## config.mk

```make
export PLATFORM = sky130hd
export DESIGN_NAME = gas_zero_ctrl
export DESIGN_NICKNAME = d
export VERILOG_FILES = /design/src/rtl/gas_zero_pkg.sv /design/src/rtl/gas_zero_ctrl.sv
export VERILOG_INCLUDE_DIRS = /design/src /design/src/rtl
export SDC_FILE = /design/constraint.sdc
export NUM_CORES = 1
export LEC_CHECK = 0
export BUFFER_PORTS_ARGS = -buffer_cell sky130_fd_sc_hd__buf_2
export CAP_MARGIN = 40
export CORE_MARGIN = 1
export CORE_UTILIZATION = 56
export DETAILED_ROUTE_END_ITERATION = 8
export PLACE_DENSITY = 0.74
export SLEW_MARGIN = 20
export SYNTH_ARGS = -nofsm -noshare
export SYNTH_HDL_FRONTEND = slang
export SYNTH_SLANG_ARGS = --single-unit
```

## constraint.sdc

```tcl
create_clock -name clk_i -period 11.5 [get_ports clk_i]
set_input_delay 2.3 -clock clk_i [delete_from_list [all_inputs] [get_ports clk_i]]
set_output_delay 2.3 -clock clk_i [all_outputs]
set_load 0.1 [all_outputs]
```

## src/rtl/gas_zero_params.svh

```systemverilog
// constants for the gas sensor mode and zero control block
`ifndef GAS_ZERO_PARAMS_SVH
`define GAS_ZERO_PARAMS_SVH
`define CLK_HZ            125000000
`define REPORT_RATE_HZ    20
`define MEAS_CYC          (`CLK_HZ / `REPORT_RATE_HZ)
`define MEAS_BUSY_MS      10
`define MEAS_BUSY_CYC     ((`CLK_HZ / 1000) * `MEAS_BUSY_MS)
`define FRESH_AIR_RST     16'h0190
`define FILTER_RST        8'h10
`define ADR_CTRL          8'h00
`define ADR_CMD           8'h04
`define ADR_ARG0          8'h08
`define ADR_ARG1          8'h0C
`define ADR_FILTER        8'h10
`define ADR_FRESH         8'h14
`define ADR_AZ_LEVEL      8'h18
`define ADR_AZ_FIRST      8'h1C
`define ADR_AZ_PERIOD     8'h20
`define ADR_STATUS        8'h24
`define ADR_FILT_OUT      8'h28
`define ADR_RAW_OUT       8'h2C
`define ADR_ZERO          8'h30
`define CTRL_AZ_EN        0
`define STAT_BUSY         0
`define STAT_PEND         1
`define STAT_REJ          2
`define STAT_UNK          3
`endif

```

## src/rtl/gas_zero_pkg.sv

```systemverilog
// types for the gas sensor mode and zero control block
package gas_zero_pkg;
   typedef enum logic [1:0] {
      MODE_SLEEP,
      MODE_STREAM,
      MODE_POLL
   } op_mode_t;
   typedef enum logic [3:0] {
      CMD_NONE,
      CMD_SLEEP,
      CMD_STREAM,
      CMD_POLL,
      CMD_READ_FILT,
      CMD_READ_RAW,
      CMD_ZERO_KNOWN,
      CMD_ZERO_N2,
      CMD_ZERO_AIR,
      CMD_FINE,
      CMD_AZ_FORCE
   } cmd_t;
   typedef enum logic [1:0] {
      MS_IDLE,
      MS_BUSY
   } meas_state_t;
endpackage

```

## src/rtl/gas_zero_ctrl.sv

```systemverilog
// mode, reporting and zero point control of a gas sensor
//
// Behaviour
// RULE1 - streams twenty reports per second; streaming is factory default
// RULE2 - streaming: commands wait while a measurement runs, up to ten ms
// RULE3 - polling sends a reading only when the host asks
// RULE4 - polling keeps measuring and updating latest result, output held back
// RULE5 - stream or poll choice kept non-volatile and resumed at power-up
// RULE6 - filtered value, smoothed by filter setting, and raw value available
// RULE7 - host picks filter 64, 32, 16 or 8 by flow rate
// RULE8 - each zero replaces the stored zero point, never accumulates; fine adjust here adds to the stored zero instead
// RULE9 - host sets filter to 32 before zeroing
// RULE10 - known-gas zero makes present reading equal supplied scaled value
// RULE11 - nitrogen zero makes present reading equal zero
// RULE12 - fresh-air zero uses stored level, default 400, programmable
// RULE13 - fine adjust shifts zero so reported reading maps to true value
// RULE14 - auto-zero disabled after reset until host enables it
// RULE15 - auto-zero replaces zero using its own target level
// RULE16 - host may enable periodic auto-zero or force one now
// RULE17 - optional first auto-zero after power-on delay, then periodic
// RULE18 - auto-zero enable, interval and level are volatile
// RULE19 - auto-zero level register separate from fresh-air level
// RULE20 - sleep: no measurements, reading and zero commands rejected
// RULE21 - sleep never survives power cycle
// RULE22 - commands end in CR LF; unknown command answered with question mark; here a command is a write to ADR_CMD and an unknown code pulses unknown_o
// RULE23 - command arriving during measurement held and run afterwards; held only in streaming, in polling it runs at once
`timescale 1ns/1ps
`include "gas_zero_params.svh"
module gas_zero_ctrl #(
   parameter int MEAS_CYC      = `MEAS_CYC,
   parameter int MEAS_BUSY_CYC = `MEAS_BUSY_CYC,
   parameter int AZ_TICK_CYC   = `CLK_HZ
) (
   input  wire logic        clk_i,
   input  wire logic        rst_i,
   input  wire logic [7:0]  adr_i,
   input  wire logic [31:0] dat_i,
   output logic      [31:0] dat_o,
   input  wire logic        we_i,
   input  wire logic [3:0]  sel_i,
   input  wire logic        cyc_i,
   input  wire logic        stb_i,
   output logic             ack_o,
   input  wire logic [15:0] sample_i,
   input  wire logic        nv_poll_i,
   output logic             nv_poll_o,
   output logic             nv_wr_o,
   output logic             report_o,
   output logic      [15:0] report_dat_o,
   output logic             unknown_o
);
   import gas_zero_pkg::*;

   // ****************************************
   // bus slave
   // ****************************************
   logic            acc;
   logic            wr;
   logic            ack_r;
   logic            az_en_r;
   logic [15:0]     arg0_r;
   logic [15:0]     arg1_r;
   logic [7:0]      filter_r;
   logic [15:0]     fresh_r;
   logic [15:0]     az_level_r;
   logic [15:0]     az_first_r;
   logic [15:0]     az_period_r;
   logic [3:0]      cmd_r;
   logic            pend_r;
   logic            rej_r;
   logic            unk_r;
   logic [15:0]     filt_r;
   logic [15:0]     raw_r;
   logic signed [16:0] zero_r;
   logic            busy;
   op_mode_t        mode_r;
   meas_state_t     ms_r;

   assign acc   = cyc_i && stb_i && !ack_r;
   assign wr    = acc && we_i && sel_i[0];
   assign ack_o = ack_r;

   always_ff @(posedge clk_i) begin
      if (rst_i) ack_r <= 1'b0;
      else ack_r <= acc;
   end

   // volatile settings restored on every reset [RULE18]
   always_ff @(posedge clk_i) begin
      if (rst_i) begin
         az_en_r     <= 1'b0; // [RULE14]
         arg0_r      <= 16'h0000;
         arg1_r      <= 16'h0000;
         filter_r    <= `FILTER_RST;
         fresh_r     <= `FRESH_AIR_RST; // [RULE12]
         az_level_r  <= `FRESH_AIR_RST; // [RULE19]
         az_first_r  <= 16'h0000;
         az_period_r <= 16'h0000;
      end else if (wr) begin
         if (adr_i == `ADR_CTRL) begin
            az_en_r <= dat_i[`CTRL_AZ_EN]; // [RULE16]
         end else if (adr_i == `ADR_ARG0) begin
            arg0_r <= dat_i[15:0];
         end else if (adr_i == `ADR_ARG1) begin
            arg1_r <= dat_i[15:0];
         end else if (adr_i == `ADR_FILTER) begin
            filter_r <= dat_i[7:0];
         end else if (adr_i == `ADR_FRESH) begin
            fresh_r <= dat_i[15:0];
         end else if (adr_i == `ADR_AZ_LEVEL) begin
            az_level_r <= dat_i[15:0]; // [RULE19]
         end else if (adr_i == `ADR_AZ_FIRST) begin
            az_first_r <= dat_i[15:0]; // [RULE17]
         end else if (adr_i == `ADR_AZ_PERIOD) begin
            az_period_r <= dat_i[15:0]; // [RULE17]
         end
      end
   end

   always_ff @(posedge clk_i) begin
      if (rst_i) dat_o <= 32'h0000_0000;
      else if (acc && !we_i) begin
         if (adr_i == `ADR_CTRL) dat_o <= {30'h0, mode_r == MODE_POLL, az_en_r};
         else if (adr_i == `ADR_ARG0) dat_o <= {16'h0, arg0_r};
         else if (adr_i == `ADR_ARG1) dat_o <= {16'h0, arg1_r};
         else if (adr_i == `ADR_FILTER) dat_o <= {24'h0, filter_r};
         else if (adr_i == `ADR_FRESH) dat_o <= {16'h0, fresh_r};
         else if (adr_i == `ADR_AZ_LEVEL) dat_o <= {16'h0, az_level_r};
         else if (adr_i == `ADR_AZ_FIRST) dat_o <= {16'h0, az_first_r};
         else if (adr_i == `ADR_AZ_PERIOD) dat_o <= {16'h0, az_period_r};
         else if (adr_i == `ADR_STATUS)
            dat_o <= {26'h0, mode_r, unk_r, rej_r, pend_r, busy};
         else if (adr_i == `ADR_FILT_OUT) dat_o <= {16'h0, filt_r}; // [RULE6]
         else if (adr_i == `ADR_RAW_OUT) dat_o <= {16'h0, raw_r}; // [RULE6]
         else if (adr_i == `ADR_ZERO) dat_o <= {{15{zero_r[16]}}, zero_r};
         else dat_o <= 32'h0000_0000;
      end
   end

   // ****************************************
   // measurement timing
   // ****************************************
   logic [26:0] tick_r;
   logic        meas_done;
   logic        meas_start;

   assign busy       = (ms_r == MS_BUSY);
   assign meas_start = (mode_r != MODE_SLEEP) && (tick_r == 27'h0); // [RULE20]
   assign meas_done  = busy && (tick_r == 27'(MEAS_BUSY_CYC - 1));

   always_ff @(posedge clk_i) begin
      if (rst_i || mode_r == MODE_SLEEP) tick_r <= 27'h0;
      else if (tick_r == 27'(MEAS_CYC - 1)) tick_r <= 27'h0; // [RULE1]
      else tick_r <= tick_r + 27'h1;
   end

   always_ff @(posedge clk_i) begin
      if (rst_i) ms_r <= MS_IDLE;
      else begin
         case (ms_r)
            MS_IDLE: if (meas_start) ms_r <= MS_BUSY;
            MS_BUSY: if (meas_done || mode_r == MODE_SLEEP) ms_r <= MS_IDLE;
            default: ms_r <= MS_IDLE;
         endcase
      end
   end

   // results keep updating in polling mode too [RULE4]
   logic [15:0] corr;
   logic signed [17:0] corr_s;
   assign corr_s = $signed({2'b00, sample_i}) - $signed({zero_r[16], zero_r});
   assign corr   = corr_s[17] ? 16'h0000 : corr_s[15:0];

   logic [7:0] shift;
   always_comb begin
      shift = 8'h0;
      if (filter_r >= 8'h40) shift = 8'h6;
      else if (filter_r >= 8'h20) shift = 8'h5;
      else if (filter_r >= 8'h10) shift = 8'h4;
      else if (filter_r >= 8'h08) shift = 8'h3;
      else if (filter_r >= 8'h02) shift = 8'h1;
   end

   logic signed [17:0] fdiff;
   assign fdiff = $signed({2'b00, corr}) - $signed({2'b00, filt_r});
   always_ff @(posedge clk_i) begin
      if (rst_i) begin
         raw_r  <= 16'h0000;
         filt_r <= 16'h0000;
      end else if (meas_done) begin
         raw_r  <= corr; // [RULE6]
         // first-order low pass, strength set by filter [RULE6]
         filt_r <= 16'($signed({2'b00, filt_r}) + (fdiff >>> shift));
      end
   end

   // ****************************************
   // command handling
   // ****************************************
   logic cmd_take;
   logic go;
   logic zero_cmd;
   assign cmd_take = wr && (adr_i == `ADR_CMD);
   // hold while measuring in streaming [RULE2] [RULE23]
   assign go = pend_r && !(busy && mode_r == MODE_STREAM);
   assign zero_cmd = cmd_r == CMD_ZERO_KNOWN || cmd_r == CMD_ZERO_N2 ||
                     cmd_r == CMD_ZERO_AIR || cmd_r == CMD_FINE ||
                     cmd_r == CMD_AZ_FORCE;

   // a new command while one waits overwrites nothing: it is refused
   always_ff @(posedge clk_i) begin
      if (rst_i) begin
         pend_r <= 1'b0;
         cmd_r  <= 4'h0;
      end else if (cmd_take && !pend_r) begin
         pend_r <= 1'b1; // [RULE23]
         cmd_r  <= dat_i[3:0];
      end else if (go) pend_r <= 1'b0;
   end

   logic unk_now;
   logic rej_now;
   assign unk_now = go && (cmd_r == CMD_NONE || cmd_r > CMD_AZ_FORCE);
   assign rej_now = go && mode_r == MODE_SLEEP &&
                    (zero_cmd || cmd_r == CMD_READ_FILT ||
                     cmd_r == CMD_READ_RAW); // [RULE20]

   always_ff @(posedge clk_i) begin
      if (rst_i) begin
         unk_r <= 1'b0;
         rej_r <= 1'b0;
      end else if (go) begin
         unk_r <= unk_now; // [RULE22]
         rej_r <= rej_now;
      end
   end

   // power-up mode from the stored choice, never sleep [RULE5] [RULE21]
   logic boot_r;
   always_ff @(posedge clk_i) begin
      if (rst_i) boot_r <= 1'b1;
      else boot_r <= 1'b0;
   end

   always_ff @(posedge clk_i) begin
      if (rst_i) mode_r <= MODE_STREAM; // [RULE1]
      else if (boot_r) mode_r <= nv_poll_i ? MODE_POLL : MODE_STREAM; // [RULE5]
      else if (go && cmd_r == CMD_SLEEP) mode_r <= MODE_SLEEP;
      else if (go && cmd_r == CMD_STREAM) mode_r <= MODE_STREAM;
      else if (go && cmd_r == CMD_POLL) mode_r <= MODE_POLL;
   end

   always_ff @(posedge clk_i) begin
      if (rst_i) begin
         nv_wr_o   <= 1'b0;
         nv_poll_o <= 1'b0;
      end else begin
         nv_wr_o   <= go && (cmd_r == CMD_STREAM || cmd_r == CMD_POLL); // [RULE5]
         nv_poll_o <= (go && cmd_r == CMD_POLL) ? 1'b1 :
                      (go && cmd_r == CMD_STREAM) ? 1'b0 : nv_poll_o;
      end
   end

   // ****************************************
   // auto-zero timer, seconds
   // ****************************************
   logic [26:0] sec_r;
   logic [15:0] az_cnt_r;
   logic        az_first_done_r;
   logic        az_fire;
   logic        sec_tick;
   assign sec_tick = sec_r == 27'(AZ_TICK_CYC - 1);
   always_ff @(posedge clk_i) begin
      if (rst_i || sec_tick) sec_r <= 27'h0;
      else sec_r <= sec_r + 27'h1;
   end
   assign az_fire = az_en_r && sec_tick && mode_r != MODE_SLEEP &&
      ((!az_first_done_r && az_first_r != 16'h0 &&
        az_cnt_r + 16'h1 >= az_first_r) ||
       (az_first_done_r && az_period_r != 16'h0 &&
        az_cnt_r + 16'h1 >= az_period_r)); // [RULE14] [RULE17]
   always_ff @(posedge clk_i) begin
      if (rst_i) begin
         az_cnt_r        <= 16'h0;
         az_first_done_r <= 1'b0;
      end else if (az_fire) begin
         az_cnt_r        <= 16'h0;
         az_first_done_r <= 1'b1;
      end else if (sec_tick && az_en_r) begin
         az_cnt_r <= az_cnt_r + 16'h1;
         if (az_first_r == 16'h0) az_first_done_r <= 1'b1;
      end
   end

   // ****************************************
   // zero point: each event except fine adjust replaces it; fine adjust shifts it [RULE8]
   // ****************************************
   logic do_cmd;
   assign do_cmd = go && !rej_now;
   always_ff @(posedge clk_i) begin
      if (rst_i) zero_r <= 17'sh0;
      else if (do_cmd && cmd_r == CMD_ZERO_KNOWN)
         zero_r <= $signed({1'b0, sample_i})
                   - $signed({1'b0, arg0_r}); // [RULE10]
      else if (do_cmd && cmd_r == CMD_ZERO_N2)
         zero_r <= $signed({1'b0, sample_i}); // [RULE11]
      else if (do_cmd && cmd_r == CMD_ZERO_AIR)
         zero_r <= $signed({1'b0, sample_i}) - $signed({1'b0, fresh_r}); // [RULE12]
      else if (do_cmd && cmd_r == CMD_FINE)
         zero_r <= zero_r + $signed({1'b0, arg1_r})
                   - $signed({1'b0, arg0_r}); // [RULE13]
      else if ((do_cmd && cmd_r == CMD_AZ_FORCE) || az_fire)
         zero_r <= $signed({1'b0, sample_i})
                   - $signed({1'b0, az_level_r}); // [RULE15] [RULE16]
   end

   // ****************************************
   // reports
   // ****************************************
   always_ff @(posedge clk_i) begin
      if (rst_i) begin
         report_o     <= 1'b0;
         report_dat_o <= 16'h0000;
         unknown_o    <= 1'b0;
      end else begin
         unknown_o <= unk_now; // [RULE22]
         if (meas_done && mode_r == MODE_STREAM) begin
            report_o     <= 1'b1; // [RULE1]
            report_dat_o <= corr;
         end else if (do_cmd && mode_r != MODE_SLEEP &&
                      (cmd_r == CMD_READ_FILT || cmd_r == CMD_READ_RAW)) begin
            report_o     <= 1'b1; // [RULE3]
            report_dat_o <= (cmd_r == CMD_READ_FILT) ? filt_r : raw_r;
         end else report_o <= 1'b0;
      end
   end

   // ****************************************
   // assertions
   // ****************************************
   a_poll_quiet: assert property (@(posedge clk_i) disable iff (rst_i)
      (mode_r == MODE_POLL && !go) |=> !report_o) // [RULE3]
      else $error("report without request in polling");
   a_sleep_no_meas: assert property (@(posedge clk_i) disable iff (rst_i)
      mode_r == MODE_SLEEP |-> !meas_start) // [RULE20]
      else $error("measurement started in sleep");
   a_hold_busy: assert property (@(posedge clk_i) disable iff (rst_i)
      (pend_r && busy && mode_r == MODE_STREAM) |=> pend_r) // [RULE2]
      else $error("command run during measurement");
   a_pend_runs: assert property (@(posedge clk_i) disable iff (rst_i)
      (pend_r && !busy) |=> !pend_r) // [RULE23]
      else $error("pending command not run");
   a_az_off: assert property (@(posedge clk_i) disable iff (rst_i)
      (!az_en_r && !do_cmd) |=> $stable(zero_r)) // [RULE14]
      else $error("zero point moved with auto-zero off");
   a_not_sleep_boot: assert property (@(posedge clk_i) disable iff (rst_i)
      $past(boot_r) |-> mode_r != MODE_SLEEP) // [RULE21]
      else $error("sleep after power-up");
   a_n2_zero: assert property (@(posedge clk_i) disable iff (rst_i)
      (do_cmd && cmd_r == CMD_ZERO_N2) |=> zero_r == $past(sample_i)) // [RULE11]
      else $error("nitrogen zero wrong");
   a_unk_flag: assert property (@(posedge clk_i) disable iff (rst_i)
      unk_now |=> unknown_o && unk_r) // [RULE22]
      else $error("unknown command not flagged");
   c_stream: cover property (@(posedge clk_i) report_o && mode_r == MODE_STREAM);
   c_poll: cover property (@(posedge clk_i) report_o && mode_r == MODE_POLL);
   c_az: cover property (@(posedge clk_i) az_fire);
endmodule

```

==> metrics.txt <==
# TYPE chip_impl_metric gauge
chip_impl_info{name="run_status",value="finished clean"} 1
chip_impl_metric{name="design.final.nets",unit=""} 2932
chip_impl_metric{name="dr_total_vias",unit=""} 19700
chip_impl_metric{name="syn-instance-count",unit=""} 2667
chip_impl_metric{name="grt_overflow_total",unit=""} 0
chip_impl_metric{name="synth_net_count",unit=""} 2906
chip_impl_metric{name="router_iterations_before_antenna_repair",unit=""} 6
chip_impl_metric{name="ctsResizeCount",unit=""} 0
chip_impl_metric{name="i_o_pins",unit=""} 119
chip_impl_metric{name="dieWidth",unit="µm"} 191
chip_impl_metric{name="pre_cts_slack",unit="ns"} 1.93
chip_impl_metric{name="dp_hpwl",unit="mm"} 48.6
chip_impl_metric{name="total_leakage_power",unit="nW"} 8.56
chip_impl_metric{name="power.net_switching",unit="W"} 0.000682
chip_impl_metric{name="ctsLongestPathBuffers",unit=""} 3
chip_impl_metric{name="vias_in_the_first_global_route",unit=""} 18500
chip_impl_metric{name="die_h",unit="µm"} 191
chip_impl_metric{name="number_of_sinks_driven_by_the_clock_tree",unit=""} 274
chip_impl_metric{name="finalWeightedCongestion",unit=""} 1.03
chip_impl_metric{name="min_period",unit="ns"} 9.17
chip_impl_metric{name="initial_antenna_violation_count",unit=""} 5
chip_impl_metric{name="fin_tns_setup",unit="ns"} 0
chip_impl_metric{name="synth.avg_cell_area",unit="µm²"} 7.50
chip_impl_metric{name="die_area",unit="µm²"} 36500
chip_impl_metric{name="timing.critical_path.slowest_cell_delay",unit="ns"} 0.58
chip_impl_metric{name="crit_arrival",unit="ns"} 9.60
chip_impl_metric{name="cell_internal_pwr",unit="W"} 0.00181
chip_impl_metric{name="start_util",unit=""} 0.574
chip_impl_info{name="clock-root-buffer",value="sky130_fd_sc_hd__clkbuf_16"} 1
chip_impl_metric{name="pin_count_of_the_biggest_net_entering_global_routing",unit=""} 85
chip_impl_metric{name="post_synth_instance_area",unit="µm²"} 20000
chip_impl_metric{name="switching_share",unit=""} 0.274
chip_impl_metric{name="cts-buffers-inserted",unit=""} 34
chip_impl_metric{name="cts.clk_slew.worst_paths",unit="ns"} 0.06
chip_impl_metric{name="post_cts_setup_buffers",unit=""} 0
chip_impl_metric{name="core_ar",unit="µm²"} 34900
chip_impl_info{name="critPathCaptureType",value="flop"} 1
chip_impl_info{name="post_synth_main_area_contributors",value="sky130_fd_sc_hd__dfxtp_1 (27%), sky130_fd_sc_hd__ha_1 (9.4%), sky130_fd_sc_hd__nand2_1 (7.6%)"} 1
chip_impl_info{name="tritoncts",value="built"} 1
chip_impl_info{name="grt_setup_unrepaired",value="no"} 1
chip_impl_metric{name="cp_max_fo",unit=""} 12
chip_impl_metric{name="post_route_drc",unit=""} 0
chip_impl_metric{name="part_of_the_power_in_combinational_logic",unit=""} 0.152
chip_impl_info{name="timing_worst_setup_path_type",value="input port to flop"} 1
chip_impl_metric{name="grt.total_usage",unit=""} 0.348
chip_impl_metric{name="count_of_distinct_cell_types_in_the_synthesized_netlist",unit=""} 92
chip_impl_metric{name="antenna_violating_nets_post_route",unit=""} 0
chip_impl_metric{name="post-route-period-util",unit=""} 0.798
chip_impl_metric{name="total_routed_length",unit="mm"} 64.2
chip_impl_metric{name="max_freq",unit="MHz"} 109
chip_impl_metric{name="register_area_share_after_synthesis",unit=""} 0.274
chip_impl_metric{name="final_hold_viol_count",unit=""} 0
chip_impl_metric{name="worst_relative_slew_slack",unit=""} 0.410
chip_impl_metric{name="route.detailed.wl_per_inst",unit="µm"} 20.2
chip_impl_metric{name="drt_iter0_markers",unit=""} 1693
chip_impl_info{name="timing.hold.worst.class",value="flop to flop"} 1
chip_impl_metric{name="clock_insertion_delay_worst_skew",unit="ns"} 0.55
chip_impl_metric{name="worst_ir_drop_vdd",unit="mV"} 0.137
chip_impl_metric{name="synth_seq_cells",unit=""} 274
chip_impl_metric{name="port-buffer-count",unit=""} 99
chip_impl_metric{name="worst-slew-pin-transition",unit="ns"} 0.878
chip_impl_metric{name="power_per_cell_area",unit="nW/µm²"} 113
chip_impl_info{name="critPathSlowestCell",value="sky130_fd_sc_hd__a21oi_1"} 1
chip_impl_metric{name="worst_ep_required_time",unit="ns"} 11.93
chip_impl_info{name="yosysMostFrequentCell",value="sky130_fd_sc_hd__nand2_1"} 1
chip_impl_metric{name="number_of_violations_of_the_max_capacitance_limit",unit=""} 0
chip_impl_metric{name="setup_viol",unit=""} 0
chip_impl_metric{name="wire_length_of_the_first_global_routing_pass",unit="mm"} 99.1
chip_impl_metric{name="seqPwrFrac",unit=""} 0.385
chip_impl_metric{name="power_frac_clock",unit=""} 0.463
chip_impl_metric{name="synth-async-reset-ratio",unit=""} 0
chip_impl_metric{name="synth_top_area_frac",unit=""} 0.274
chip_impl_metric{name="vias_per_cell",unit=""} 6.20
chip_impl_metric{name="layout-drive-gt1-share",unit=""} 0.0872
chip_impl_info{name="yosys-top-cells-count",value="sky130_fd_sc_hd__nand2_1 (406), sky130_fd_sc_hd__dfxtp_1 (274), sky130_fd_sc_hd__a21oi_1 (256)"} 1
chip_impl_metric{name="hold_buffers",unit=""} 0
chip_impl_metric{name="number_of_rows_created_at_floorplan",unit=""} 68
chip_impl_metric{name="synth.yosys.warnings",unit=""} 0
chip_impl_metric{name="skew_final",unit="ns"} 0.0185
chip_impl_info{name="synth_top_area_cell",value="sky130_fd_sc_hd__dfxtp_1"} 1
chip_impl_metric{name="flow.area_growth_from_synthesis",unit="%"} 9.88
chip_impl_metric{name="final_critical_path_setup_slack",unit="ns"} 2.33
chip_impl_metric{name="synth_enable_flop_cells",unit=""} 0
chip_impl_info{name="synth_ff_type",value="sky130_fd_sc_hd__dfxtp_1"} 1
chip_impl_metric{name="max_slew_violation_total_from_the_final_report",unit=""} 0
chip_impl_info{name="startpoint_type",value="input port"} 1
chip_impl_metric{name="h-tree-depth",unit=""} 2
==> critical path: cells and delay by family <==
kind | cells | cell delay, ns
compound gates | 14 | 3.68
fa+ha+maj | 3 | 0.80
buf+inv | 4 | 0.53
mux | 4 | 0.82
simple gates | 8 | 1.48
==> cells by family after synthesis <==
logic type / count (synthesis) / share of synthesized area
mux: 61 / 0.0315
xor+xnor: 143 / 0.0626
buf+inv: 340 / 0.0678
compound gates: 688 / 0.218
fa+ha+maj: 173 / 0.116
flops: 274 / 0.274
simple gates: 988 / 0.229
==> path summary, 6_finish.rpt <==
kind / from / end / slack, ns / cells past startpoint
max: sample_i[0] / filt_r[15] / 2.33 / 33
min reg2reg: sec_r[0] / sec_r[0] / 0.45 / 1
min: sec_r[0] / sec_r[0] / 0.45 / 1
max reg2reg: zero_r[1] / filt_r[15] / 3.64 / 32
==> stage by stage <==
stage / instances / utilization / area [µm²] / hold slack (ns) / total power (W)
3_3_place_gp: 3101 / 0.592 / 20700 / 0.425 / 0.00134
5_1_grt: 3175 / 0.630 / 22000 / 0.471 / 0.00258
4_1_cts: 3169 / 0.628 / 21900 / 0.447 / 0.00250
3_5_place_dp: 3108 / 0.594 / 20700 / 0.438 / 0.00135
2_1_floorplan: 2667 / - / 20000 / 0.413 / 0.00126
6_report: 3175 / 0.630 / 22000 / 0.446 / 0.00249
==> per-layer routing <==
layer / routed length (µm) / vias up / global-route usage
met5: 45 / - / 0
met4: 4230 / 8 / 0.221
met3: 4700 / 207 / 0.0639
met2: 28800 / 807 / 0.559
met1: 26400 / 9318 / 0.429
li1: - / 9356 / -
==> placed cells by master, fill, tap and decap left out, drive strengths merged, types with 30 or more instances in the layout <==
cell / count
ha: 151
nand2b: 41
clkbuf: 47
dfxtp: 274
nor3: 52
nand3: 85
mux2i: 51
nor2: 216
a211oi: 43
and3: 30
xnor2: 73
a21o: 39
a21oi: 256
buf: 128
o21ai: 144
xor2: 70
nand2: 406
inv: 203
o211ai: 31
==> power groups by stage <==
stage          Combinational [W]  Sequential (W)  Clock [W]
5_1_grt                 0.000414        0.000959    0.00120
4_1_cts                 0.000371        0.000959    0.00117
2_1_floorplan           0.000269        0.000990          0
3_5_place_dp            0.000368        0.000980          0
6_report                0.000379        0.000959    0.00115
3_3_place_gp            0.000360        0.000980          0
==> layout make-up <==
cell class              count  area [µm²]
diodes                      2        5.00
flip-flops and latches    274        5490
clock buffers              47        1010
repair buffers            128         764
inverters                 202         758
clock inverters            14         186
well taps                 455         569
multi-input cells        2053       13200
fillers                  3163       12900
==> state kept, by name (all words and copies together), names as in the netlist, 17 cells and up <==
register  cells
dat_o        17
sec_r        27
tick_r       27
zero_r       17
Note: power is estimated with default switching activity, not from simulation.
